## src/logic/dabd_pkg.sv

```systemverilog
package dabd_pkg;

  // =========================================================
  // register map (Avalon word addresses are byte offsets / 4)
  localparam logic [3:0] REG_CTRL_OFS   = 4'h0;
  localparam logic [3:0] REG_STATUS_OFS = 4'h4;
  localparam logic [3:0] REG_RESULT_OFS = 4'h8;
  localparam logic [3:0] REG_COUNT_OFS  = 4'hC;

  // control bits
  localparam int CTRL_ENABLE_BIT    = 0;
  localparam int CTRL_CNT_CLR_BIT   = 1;
  localparam int CTRL_ILL_CLR_BIT   = 2;
  localparam logic CTRL_ENABLE_RST  = 1'b1;

  // status field positions
  localparam int ST_OP_LSB     = 0;
  localparam int ST_CYC_LSB    = 8;
  localparam int ST_WORDS_LSB  = 12;
  localparam int ST_TAKEN_BIT  = 16;
  localparam int ST_BUSY_BIT   = 17;
  localparam int ST_ILLEGAL_BIT = 18;

  // result field positions
  localparam int RS_OPND_LSB   = 0;
  localparam int RS_FIELD_LSB  = 16;
  localparam int RS_SHIFT_LSB  = 24;

  // =========================================================
  // opcode patterns
  localparam logic [15:0] OPC_MAGNITUDE   = 16'hBE00;
  localparam logic [15:0] OPC_PRODUCT_SUM = 16'hBE04;
  localparam logic [15:0] OPC_BRANCH_SUM  = 16'hBE20;
  localparam logic [15:0] OPC_AND_HI16    = 16'hBE81;
  localparam logic [3:0]  OPC_SUM_SHIFT   = 4'h2;
  localparam logic [7:0]  OPC_ADD_HIGH    = 8'h61;
  localparam logic [7:0]  OPC_ADD_SHORT   = 8'hB8;
  localparam logic [11:0] OPC_ADD_LONG    = 12'hBF9;
  localparam logic [7:0]  OPC_SUM_CARRY   = 8'h60;
  localparam logic [7:0]  OPC_SUM_NOSX    = 8'h62;
  localparam logic [7:0]  OPC_SUM_TREG    = 8'h63;
  localparam logic [7:0]  OPC_AUX_ADD     = 8'h78;
  localparam logic [11:0] OPC_AND_SHIFT   = 12'hBFB;
  localparam logic [7:0]  OPC_BRANCH_AUX  = 8'h7B;
  localparam logic [5:0]  OPC_COND_BRANCH = 6'h38;

  // test select encodings
  localparam logic [1:0] TSEL_PIN_LOW  = 2'h0;
  localparam logic [1:0] TSEL_FLAG_SET = 2'h1;
  localparam logic [1:0] TSEL_FLAG_CLR = 2'h2;

  // =========================================================
  // words / cycles figures
  localparam logic [1:0] WORDS_ONE      = 2'h1;
  localparam logic [1:0] WORDS_TWO      = 2'h2;
  localparam logic [2:0] CYC_SINGLE     = 3'h1;
  localparam logic [2:0] CYC_IMM_LONG   = 3'h2;
  localparam logic [2:0] CYC_TAKEN      = 3'h4;
  localparam logic [2:0] CYC_NOT_TAKEN  = 3'h2;
  localparam logic [2:0] CYC_PIN_NTAKEN = 3'h3;

  typedef enum logic [4:0] {
    OP_UNKNOWN,
    OP_MAGNITUDE,
    OP_ACC_SUM_SHIFT,
    OP_ADD_HIGH,
    OP_ADD_SHORT_IMM,
    OP_ADD_LONG_IMM,
    OP_ACC_SUM_WITH_CARRY,
    OP_ACC_SUM_NO_SIGN_EXT,
    OP_ACC_SUM_TEMPREG_SHIFT,
    OP_AUX_REG_ADD_IMM,
    OP_AND_IMM_SHIFT,
    OP_AND_IMM_HI16,
    OP_PRODUCT_TO_ACC_SUM,
    OP_BRANCH_VIA_SUM_REG,
    OP_BRANCH_AUX_NONZERO,
    OP_CONDITIONAL_BRANCH
  } dabd_op_e;

  typedef struct packed {
    dabd_op_e    op;
    logic        taken;
    logic [1:0]  words;
    logic [2:0]  cycles;
    logic [3:0]  shift_amount_field;
    logic [7:0]  low_field;
    logic [15:0] second_word;
  } dabd_result_s;

  typedef struct packed {
    logic [3:0] condition_flags_field;
    logic       test_control_flag;
    logic       branch_io_pin;
    logic       aux_nonzero;
  } dabd_cond_s;

endpackage

```

## src/logic/dabd_decoder.sv

```systemverilog
`timescale 1ns/100ps

module dabd_decoder (
  input  wire logic                  clk_sys_i,
  input  wire logic                  rst_n_i,
  input  wire logic [15:0]           instr_i,
  input  wire logic                  instr_valid_i,
  output logic                       instr_ready_o,
  input  wire dabd_pkg::dabd_cond_s  cond_i,
  output dabd_pkg::dabd_result_s     result_o,
  output logic                       done_o,
  input  wire logic [1:0]            avs_address_i,
  input  wire logic                  avs_read_i,
  input  wire logic                  avs_write_i,
  input  wire logic [31:0]           avs_writedata_i,
  input  wire logic [3:0]            avs_byteenable_i,
  output logic [31:0]                avs_readdata_o,
  output logic                       avs_waitrequest_o
);

  typedef enum logic [1:0] {
    ST_OPCODE,
    ST_OPERAND,
    ST_EXEC
  } dabd_state_e;

  // =========================================================
  // opcode match
  logic [15:0] w;
  logic [7:0]  hb;
  assign w  = instr_i;
  assign hb = instr_i[15:8];

  logic is_mag;
  logic is_sum_shift;
  logic is_add_high;
  logic is_add_short;
  logic is_add_long;
  logic is_carry;
  logic is_nosx;
  logic is_treg;
  logic is_aux_add;
  logic is_and_shift;
  logic is_and16;
  logic is_prod;
  logic is_bsum;
  logic is_baux;
  logic is_bcond;
  assign is_mag       = w == dabd_pkg::OPC_MAGNITUDE;
  assign is_sum_shift = w[15:12] == dabd_pkg::OPC_SUM_SHIFT;
  assign is_add_high  = hb == dabd_pkg::OPC_ADD_HIGH;
  assign is_add_short = hb == dabd_pkg::OPC_ADD_SHORT;
  assign is_add_long  = w[15:4] == dabd_pkg::OPC_ADD_LONG;
  assign is_carry     = hb == dabd_pkg::OPC_SUM_CARRY;
  assign is_nosx      = hb == dabd_pkg::OPC_SUM_NOSX;
  assign is_treg      = hb == dabd_pkg::OPC_SUM_TREG;
  assign is_aux_add   = hb == dabd_pkg::OPC_AUX_ADD;
  assign is_and_shift = w[15:4] == dabd_pkg::OPC_AND_SHIFT;
  assign is_and16     = w == dabd_pkg::OPC_AND_HI16;
  assign is_prod      = w == dabd_pkg::OPC_PRODUCT_SUM;
  assign is_bsum      = w == dabd_pkg::OPC_BRANCH_SUM;
  assign is_baux      = hb == dabd_pkg::OPC_BRANCH_AUX;
  assign is_bcond     = w[15:10] == dabd_pkg::OPC_COND_BRANCH;

  // =========================================================
  // condition evaluation
  logic [1:0] tsel;
  logic [3:0] mask;
  logic [3:0] want;
  logic [3:0] match;
  logic       tsel_met;
  logic       flags_met;
  logic       cond_met;
  assign tsel = w[9:8];
  assign mask = w[3:0];
  assign want = w[7:4];
  // flags ordered z l v c
  assign match = ~(cond_i.condition_flags_field ^ want);
  assign tsel_met =
    (tsel == dabd_pkg::TSEL_PIN_LOW)  ? ~cond_i.branch_io_pin :
    (tsel == dabd_pkg::TSEL_FLAG_SET) ?  cond_i.test_control_flag :
    (tsel == dabd_pkg::TSEL_FLAG_CLR) ? ~cond_i.test_control_flag :
                                        1'b0;
  assign flags_met = |(mask & match);
  // carry and overflow branches via mask
  assign cond_met = tsel_met | flags_met;

  // =========================================================
  // classification
  dabd_pkg::dabd_op_e op_dec;
  assign op_dec =
    is_mag       ? dabd_pkg::OP_MAGNITUDE :
    is_prod      ? dabd_pkg::OP_PRODUCT_TO_ACC_SUM :
    is_bsum      ? dabd_pkg::OP_BRANCH_VIA_SUM_REG :
    is_and16     ? dabd_pkg::OP_AND_IMM_HI16 :
    is_add_long  ? dabd_pkg::OP_ADD_LONG_IMM :
    is_and_shift ? dabd_pkg::OP_AND_IMM_SHIFT :
    is_sum_shift ? dabd_pkg::OP_ACC_SUM_SHIFT :
    is_add_high  ? dabd_pkg::OP_ADD_HIGH :
    is_add_short ? dabd_pkg::OP_ADD_SHORT_IMM :
    is_carry     ? dabd_pkg::OP_ACC_SUM_WITH_CARRY :
    is_nosx      ? dabd_pkg::OP_ACC_SUM_NO_SIGN_EXT :
    is_treg      ? dabd_pkg::OP_ACC_SUM_TEMPREG_SHIFT :
    is_aux_add   ? dabd_pkg::OP_AUX_REG_ADD_IMM :
    is_baux      ? dabd_pkg::OP_BRANCH_AUX_NONZERO :
    is_bcond     ? dabd_pkg::OP_CONDITIONAL_BRANCH :
                   dabd_pkg::OP_UNKNOWN;

  logic is_branch;
  logic two_word;
  logic dec_taken;
  assign is_branch = is_bsum | is_baux | is_bcond;
  assign two_word  = is_add_long | is_and_shift | is_and16 | is_baux |
                     is_bcond;
  assign dec_taken = is_bsum | (is_baux & cond_i.aux_nonzero) |
                     (is_bcond & cond_met);

  logic [1:0] dec_words;
  logic [2:0] dec_cycles;
  assign dec_words = two_word ? dabd_pkg::WORDS_TWO : dabd_pkg::WORDS_ONE;
  // pin branch not taken takes 3
  assign dec_cycles =
    !is_branch ? (two_word ? dabd_pkg::CYC_IMM_LONG
                           : dabd_pkg::CYC_SINGLE) :
    dec_taken  ? dabd_pkg::CYC_TAKEN :
    (is_bcond && tsel == dabd_pkg::TSEL_PIN_LOW) ? dabd_pkg::CYC_PIN_NTAKEN :
                 dabd_pkg::CYC_NOT_TAKEN;

  // =========================================================
  // sequencer
  dabd_state_e            state;
  dabd_state_e            next_state;
  dabd_pkg::dabd_result_s cur;
  dabd_pkg::dabd_result_s next_cur;
  logic [2:0]             cnt;
  logic [2:0]             next_cnt;
  logic                   enable;
  logic                   take;
  logic                   fin;
  logic                   next_done;

  assign take = instr_valid_i & instr_ready_o;

  always_comb begin
    next_state = state;
    next_cur   = cur;
    next_cnt   = cnt;
    next_done  = 1'b0;
    case (state)
      ST_OPCODE: begin
        if (take) begin
          next_cur.op                 = op_dec;
          next_cur.taken              = dec_taken;
          next_cur.words              = dec_words;
          next_cur.cycles             = dec_cycles;
          next_cur.shift_amount_field = w[11:8];
          next_cur.low_field          = w[7:0];
          next_cur.second_word        = 16'h0000;
          // shift in low nibble for add long and and shift forms
          if (is_add_long || is_and_shift) begin
            next_cur.shift_amount_field = w[3:0];
          end
          next_cnt = dec_cycles - 3'h1;
          if (two_word) begin
            next_state = ST_OPERAND;
          end else if (dec_cycles != dabd_pkg::CYC_SINGLE) begin
            next_state = ST_EXEC;
          end else begin
            next_done = 1'b1;
          end
        end
      end
      ST_OPERAND: begin
        if (take) begin
          next_cur.second_word = w;
          next_cnt             = cnt - 3'h1;
          if (cnt == 3'h1) begin
            next_state = ST_OPCODE;
            next_done  = 1'b1;
          end else begin
            next_state = ST_EXEC;
          end
        end
      end
      ST_EXEC: begin
        next_cnt = cnt - 3'h1;
        if (cnt == 3'h1) begin
          next_state = ST_OPCODE;
          next_done  = 1'b1;
        end
      end
      default: begin
        next_state = ST_OPCODE;
      end
    endcase
  end

  assign fin = next_done;

  // =========================================================
  // fetch handshake
  logic next_ready;
  assign next_ready = enable & (next_state != ST_EXEC);

  // =========================================================
  // sequencer registers
  always_ff @(posedge clk_sys_i) begin
    if (!rst_n_i) begin
      state         <= ST_OPCODE;
      cur           <= '0;
      cnt           <= 3'h0;
      done_o        <= 1'b0;
      result_o      <= '0;
      instr_ready_o <= 1'b0;
    end else begin
      state         <= next_state;
      cur           <= next_cur;
      cnt           <= next_cnt;
      done_o        <= next_done;
      instr_ready_o <= next_ready;
      if (next_done) begin
        result_o <= next_cur;
      end
    end
  end

  // =========================================================
  // avalon slave, one wait state
  logic        req;
  logic        acc;
  logic        wr_ok;
  logic [3:0]  byte_ofs;
  logic        sel_ctrl;
  logic        sel_status;
  logic        sel_result;
  logic        sel_count;
  logic        illegal;
  logic        cnt_clr;
  logic        ill_clr;
  logic        ill_set;
  logic [15:0] dec_count;

  assign req        = avs_read_i | avs_write_i;
  assign acc        = req & avs_waitrequest_o;
  assign wr_ok      = avs_write_i & ~avs_waitrequest_o &
                      avs_byteenable_i[0];
  assign byte_ofs   = {avs_address_i, 2'h0};
  assign sel_ctrl   = byte_ofs == dabd_pkg::REG_CTRL_OFS;
  assign sel_status = byte_ofs == dabd_pkg::REG_STATUS_OFS;
  assign sel_result = byte_ofs == dabd_pkg::REG_RESULT_OFS;
  assign sel_count  = byte_ofs == dabd_pkg::REG_COUNT_OFS;
  assign cnt_clr = wr_ok & sel_ctrl &
                   avs_writedata_i[dabd_pkg::CTRL_CNT_CLR_BIT];
  assign ill_clr = wr_ok & sel_ctrl &
                   avs_writedata_i[dabd_pkg::CTRL_ILL_CLR_BIT];
  assign ill_set = fin & (next_cur.op == dabd_pkg::OP_UNKNOWN);

  // =========================================================
  // register read packing
  logic [31:0] status_word;
  logic [31:0] result_word;
  logic [31:0] rd_mux;
  always_comb begin
    status_word = 32'h0000_0000;
    status_word[dabd_pkg::ST_OP_LSB +: 5]    = result_o.op;
    status_word[dabd_pkg::ST_CYC_LSB +: 3]   = result_o.cycles;
    status_word[dabd_pkg::ST_WORDS_LSB +: 2] = result_o.words;
    status_word[dabd_pkg::ST_TAKEN_BIT]      = result_o.taken;
    status_word[dabd_pkg::ST_BUSY_BIT]       = state != ST_OPCODE;
    status_word[dabd_pkg::ST_ILLEGAL_BIT]    = illegal;
    result_word = 32'h0000_0000;
    result_word[dabd_pkg::RS_OPND_LSB +: 16] = result_o.second_word;
    result_word[dabd_pkg::RS_FIELD_LSB +: 8] = result_o.low_field;
    result_word[dabd_pkg::RS_SHIFT_LSB +: 4] =
      result_o.shift_amount_field;
  end

  assign rd_mux = sel_ctrl   ? {31'h0000_0000, enable} :
                  sel_status ? status_word :
                  sel_result ? result_word :
                  sel_count  ? {16'h0000, dec_count} :
                               32'h0000_0000;

  always_ff @(posedge clk_sys_i) begin
    if (!rst_n_i) begin
      avs_waitrequest_o <= 1'b1;
      avs_readdata_o    <= 32'h0000_0000;
    end else begin
      avs_waitrequest_o <= ~acc;
      if (acc && avs_read_i) begin
        avs_readdata_o <= rd_mux;
      end
    end
  end

  // =========================================================
  // register write side
  always_ff @(posedge clk_sys_i) begin
    if (!rst_n_i) begin
      enable <= dabd_pkg::CTRL_ENABLE_RST;
    end else if (wr_ok && sel_ctrl) begin
      enable <= avs_writedata_i[dabd_pkg::CTRL_ENABLE_BIT];
    end
  end

  // set wins over clear
  always_ff @(posedge clk_sys_i) begin
    if (!rst_n_i) begin
      illegal <= 1'b0;
    end else if (ill_set) begin
      illegal <= 1'b1;
    end else if (ill_clr) begin
      illegal <= 1'b0;
    end
  end

  always_ff @(posedge clk_sys_i) begin
    if (!rst_n_i) begin
      dec_count <= 16'h0000;
    end else if (cnt_clr) begin
      dec_count <= {15'h0000, fin};
    end else if (fin) begin
      dec_count <= dec_count + 16'h0001;
    end
  end

endmodule

```

## config.mk

```make
export PLATFORM = sky130hd
export DESIGN_NAME = dabd_decoder
export DESIGN_NICKNAME = d
export VERILOG_FILES = /design/src/logic/dabd_pkg.sv /design/src/logic/dabd_decoder.sv
export SDC_FILE = /design/constraint.sdc
export NUM_CORES = 1
export LEC_CHECK = 0
export ABC_AREA = 1
export BUFFER_PORTS_ARGS = -buffer_cell sky130_fd_sc_hd__buf_2
export CORE_UTILIZATION = 54
export CTS_CLUSTER_DIAMETER = 30
export DETAILED_ROUTE_END_ITERATION = 12
export HOLD_SLACK_MARGIN = 0.1
export PLACE_DENSITY = 0.88
export SYNTH_ARGS = -nofsm -noshare
export SYNTH_HDL_FRONTEND = slang
export SYNTH_SLANG_ARGS = --single-unit
```

## constraint.sdc

```tcl
create_clock -name clk_sys_i -period 2.7 [get_ports clk_sys_i]
set_input_delay 0.54 -clock clk_sys_i [delete_from_list [all_inputs] [get_ports clk_sys_i]]
set_output_delay 0.54 -clock clk_sys_i [all_outputs]
set_load 0.02 [all_outputs]
```

## Yosys cells after proc, flatten, opt, wreduce, memory -nomap -nowiden

Cells that the tools add are included.

| cells by class | value |
|---|---|
| add/subtract/negate cells | 3 |
| equal/unequal tests | 27 |
| muxes and demuxes | 52 |
| bitwise operators | 29 |
| reduce and logical (&&, ||, !) cells | 15 |

Operators by type and width:

| kind | count |
|---|---|
| two-way mux 28 bit | 3 |
| == test 16 bit, second input constant | 4 |
| two-way mux 4 bit | 16 |
| == test 8 x 7 -> 1 bit, second input constant | 6 |
| two-way mux 39 bit | 1 |
| two-way mux 16 bit | 2 |
| one-hot mux 16 bit (2 select lines) | 1 |
| == test 12 bit, second input constant | 2 |
| two-way mux 23 bit | 1 |
| adder 16 x 1 -> 16 bit, second input constant | 1 |
| two-way mux 2 bit | 8 |
| two-way mux 1 bit | 13 |
| two-way mux 3 bit | 4 |
| bitwise AND 1 bit | 11 |
| OR 1 bit | 10 |
| one-hot mux 3 bit (3 select lines) | 1 |
| == test 2 bit, second input constant | 4 |
| == test 8 bit, second input constant | 1 |
| == test 2 x 1 -> 1 bit, second input constant | 3 |
| == test 6 bit, second input constant | 1 |
| inequality test 2 bit, second input constant | 3 |
| one-hot mux 2 bit (3 select lines) | 1 |
| nonzero test 2 bit | 3 |
| subtractor 3 x 1 -> 3 bit, second input constant | 2 |
| 17 further kinds | 24 |

| word-level totals | value |
|---|---|
| register bits after elaboration | 136 |
| input bits | 66 |
| output and inout bits | 74 |
| logic and storage cells | 150 |

## Logic depth before layout (Yosys ltp)

| depth | value |
|---|---|
| depth after elaboration | 21 |
| mapped depth | 17 |
| gate-level depth less buffers | 16 |

## Worst setup path after synthesis

Ideal clock, no wire load.

| timing | value |
|---|---|
| path kind | register to register |
| start point | register state[0] |
| end point | register result_o[23] in the netlist's numbering |
| setup time | 116 ps |
| arrival | 1888 ps |
| data required time | 2584 ps |
| path slack | 695 ps |
| stages on the path, launching flop included | 14 |
| buffers on the path | 2 |
| clock period less this slack | 2005 ps |
| cell sequence | dfxtp_1 inv_1 ha_1 nand2_2 inv_2 nor2_2 a21oi_1 nand2_1 nand2_2 nand2_4 inv_2 buf_6 buf_6 o211a_1 |

| between the ends | value |
|---|---|
| cells in the longest elaborated chain, start to end | 2 |
| elaborated cells between the ends (all ways) | 5 |
| those cells by class | 2 x eq/ne; 2 x mux; 1 x reduce/logical |

RTL lines:

| item | RTL line | source |
|---|---|---|
| start, declared | dabd_decoder.sv:131 | `dabd_state_e state;` |
| start signal, assigned | dabd_decoder.sv:216 | `state <= next_state;` |
| == test 2 bit, or another cell as far along | dabd_decoder.sv:149 | `case (state)` |
| one-hot mux 1 bit (3 select lines) or two-way mux 23 bit (tied branches) | dabd_decoder.sv:149 |  |
| end signal, assigned | dabd_decoder.sv:222 | `result_o <= next_cur;` |
| end, declared | dabd_decoder.sv:10 | `output dabd_pkg::dabd_result_s result_o,` |

Parallel ways exist; a longest one is shown, timed or not.
A chain may end at the register's enable or synchronous reset.

## Worst setup path in the final report

| timing | value |
|---|---|
| start point | register state[0] |
| end point | register dec_count[6] |

| between the ends | value |
|---|---|
| cells in the longest elaborated chain, start to end | 2 |
| elaborated cells between the ends (all ways) | 4 |
| those cells by class | 2 x eq/ne; 1 x mux; 1 x reduce/logical |

RTL lines:

| item | RTL line | source |
|---|---|---|
| == test 2 bit, or another cell as far along | dabd_decoder.sv:149 |  |
| one-hot mux 1 bit (3 select lines) * | dabd_decoder.sv:149 |  |
| end signal, assigned | dabd_decoder.sv:321 | `dec_count <= {15'h0000, fin};` |
| end signal, assigned | dabd_decoder.sv:323 | `dec_count <= dec_count + 16'h0001;` |
| end, declared | dabd_decoder.sv:241 | `logic [15:0] dec_count;` |

Mark *: on every way between the ends. The rest lies on a longest branch, timed or not.

==> run metrics <==
status complete, no violations; Post-synth EDFFs 0; critical-path cell list inv_1 > ha_1 > nand2_2 > inv_2 > nor2_2 > a21oi_1 > nand2_1 > nand2_2 > nand2_4 > inv_2 > buf_12 > nand2_1 > o21ai_0 > nor2_1; fin cells 1115; Die Width 107.9 um; Overall Power 4.947 mW; final-stage net count 1036; HP Start avs_writedata_i[0]; FP Rows 38; Reg clk slew, reported paths 0.06 ns; data arrival time of the critical path 2.72 ns; chip height 107.9 um; CP max stage delay 0.36 ns; gr ovfl total 0; clock root cell clkbuf_8; H-tree Lvls 4; clock latency on the worst-skew pair 0.53 ns; Peak VDD IR 531.9 uV; initial antenna violation count 0; share of cells above drive strength 1 16.92%; HPWL Detailed 11650 um; die area 11640 sq um; power density cells 681.1 nW/um^2; Post-Synthesis Cells 866; CTS tree done; f_max 434.9 MHz; postcts setup bufs 0; critical path fanouts, max 61; drt pass-1 iters 6; DP Worst Slack 0.1708 ns; largest net degree at the start of global routing 62; PortBufs 103; Post-DP Area 6660 sq um; sw frac 26.58%; ys async rst share 0%; Core Box Area 10890 sq um; register bit count reported by yosys 132; # DRC 0; Cell variety after synth 40; starting density of the core 55.63%; placed cell count 1083; vias post-DR 6090; Worst Slack Setup Final 0.4007 ns; CTS sink cnt 132; initial drt markers 544; register share of total power 42.2%; clock share of power 47.2%; leak pwr 3.217 nW; final setup fails 0; Wirelength per Cell 15.02 um; internal power 3.632 mW; combinational share of power 10.6%; P_sw 1.315 mW; Worst slew margin 55.61%; critical path's slowest cell dfxtp_1; via density per instance 5.462; Seq/Total Area, Yosys 43.63%; hold crit path type input pin to register; crit path launch state[0]; final setup skew 0.006199 ns; Tmin final 2.299 ns; final WL 16740 um; area growth from synthesis to layout 19.91%; number of global-route vias before repair 5626; Post-DRT Antenna Nets 0; GPL Wtd Cong 0.9418; final max-slew violation count 0; Antenna diodes 0; CTS buffer count 17; io pins 140; GR Util All Layers 30.71%; CTS max path bufs 2; post-route cell area 7263 sq um; required time worst endpoint 3.12 ns; Setup TNS Final 0 ns; CP Class register to register; Yosys warnings 0; Final Hold Fails 0; Critical Path Source Type register; synthesized area 6057 sq um; CP endpoint kind register; worst r2r src state[0]; RSZ-0062 raised after global routing false; first-pass GRT wire length 27430 um; Synth Flop Type dfxtp_1; CTS Hold Buffers Added 0; Resize count post-CTS 0; crit share post-route 85.16%; syn_area_per_cell 6.994 sq um; Slew @ Worst Pin 0.6658 ns; Maximum Capacitance Violations 0
## power by group through the flow
stage	clock network (mW)	registers (mW)	logic, mW
6_report	2.34	2.09	0.525
5_1_grt	2.45	2.09	0.579
4_1_cts	2.35	2.08	0.520
3_5_place_dp	0	2.12	0.514
3_3_place_gp	0	2.12	0.506
2_1_floorplan	0	2.18	0.274
## layer usage
layer	GRT usage (%)	vias up	part of all wire, %	wire length, um
li1	-	2988	-	-
met1	38.01	2801	42	7106
met2	49.45	257	47	7849
met3	9.140	44	7.5	1264
met4	13.50	0	3.1	522
met5	0	-	0	0
## registers in the layout (all words and copies together), names as in the netlist
signal	cells
instr_ready_o	1
cnt	3
result_o	39
state	2
illegal	1
done_o	1
avs_waitrequest_o	1
cur	39
dec_count	16
avs_readdata_o	28
enable	1
## worst max-delay path: cells and delay by family (launching register included)
family / cells / cell delay [ns]
buf+inv: 4 / 0.65
simple gates: 7 / 0.59
flops: 1 / 0.36
compound gates: 2 / 0.28
fa+ha+maj: 1 / 0.27
## final timing paths
path | to | slack [ns] | cells past startpoint
max | dec_count[6] | 0.40 | 14
min | enable | 0.21 | 3
max reg2reg | dec_count[6] | 0.40 | 14
min reg2reg | avs_readdata_o[19] | 0.46 | 2
## cell type report
type,instances,area (sq um)
well taps,140,175.2
clock buffers,18,427.9
inverters,108,405.4
multi-input cells,588,2819
fillers,890,3625
clock inverters,14,175.2
repair buffers,115,618.1
flip-flops and latches,132,2643
## cell families after synthesis
kind of cell,Yosys count,synth area share (%)
adders and majority gates,8,1.653
other,1,0.06191
muxes,1,0.1653
AOI/OAI and AO/OA,201,18.38
DFF,132,43.63
buffers and inverters,149,10.02
and+or+nand+nor,364,24.64
xor gates and xnor gates,10,1.446
## metrics by stage
stage	hold slack (ns)	util, %
3_5_place_dp	0.4555	61.17
5_1_grt	0.2076	66.71
4_1_cts	0.2052	66.71
3_3_place_gp	0.4503	61.17
2_1_floorplan	0.4283	-
6_report	0.2127	66.71
## layout by cell type, fill, tap and decap left out, types with 2 or more instances in the layout
master	count
buf_2	103
nand3_1	42
o211ai_1	7
o211a_1	6
clkinv_2	2
clkinv_4	2
o22ai_1	14
buf_4	11
inv_2	5
a21oi_1	76
nand2_1	186
nor4_1	2
clkinvlp_4	3
nor3_1	8
clkbuf_16	16
o221ai_1	3
inv_6	4
nor2_2	5
ha_1	8
conb_1	4
xor2_1	9
dfxtp_1	132
nand2_2	5
o21bai_1	2
nand4_1	3
o21ai_0	83
a221oi_1	4
inv_1	102
nor2_1	108
a31oi_1	2
clkbuf_8	2
bufinv_16	3
## synth_stat cells, types with 2 or more instances
| library cell | count | area, sq um |
|---|---|---|
| buf_4 | 5 | 37.54 |
| inv_2 | 5 | 18.77 |
| nor2_2 | 5 | 31.28 |
| xor2_1 | 9 | 78.83 |
| o21ai_0 | 83 | 415.4 |
| dfxtp_1 | 132 | 2643 |
| buf_2 | 5 | 25.02 |
| a21oi_1 | 76 | 380.4 |
| o211a_1 | 6 | 60.06 |
| ha_1 | 8 | 100.1 |
| nand3_1 | 42 | 210.2 |
| o22ai_1 | 14 | 87.58 |
| o211ai_1 | 7 | 52.55 |
| inv_1 | 102 | 382.9 |
| a31oi_1 | 2 | 12.51 |
| buf_6 | 3 | 33.78 |
| nand4_1 | 3 | 18.77 |
| clkbuf_1 | 27 | 101.4 |
| o21bai_1 | 2 | 15.01 |
| a221oi_1 | 4 | 35.03 |
| nor2_1 | 108 | 405.4 |
| nand2_2 | 5 | 31.28 |
| o221ai_1 | 3 | 26.28 |
| nand2_1 | 186 | 698.2 |
| nor4_1 | 2 | 12.51 |
| nor3_1 | 8 | 40.04 |
Power figures use the tool's default switching activity.
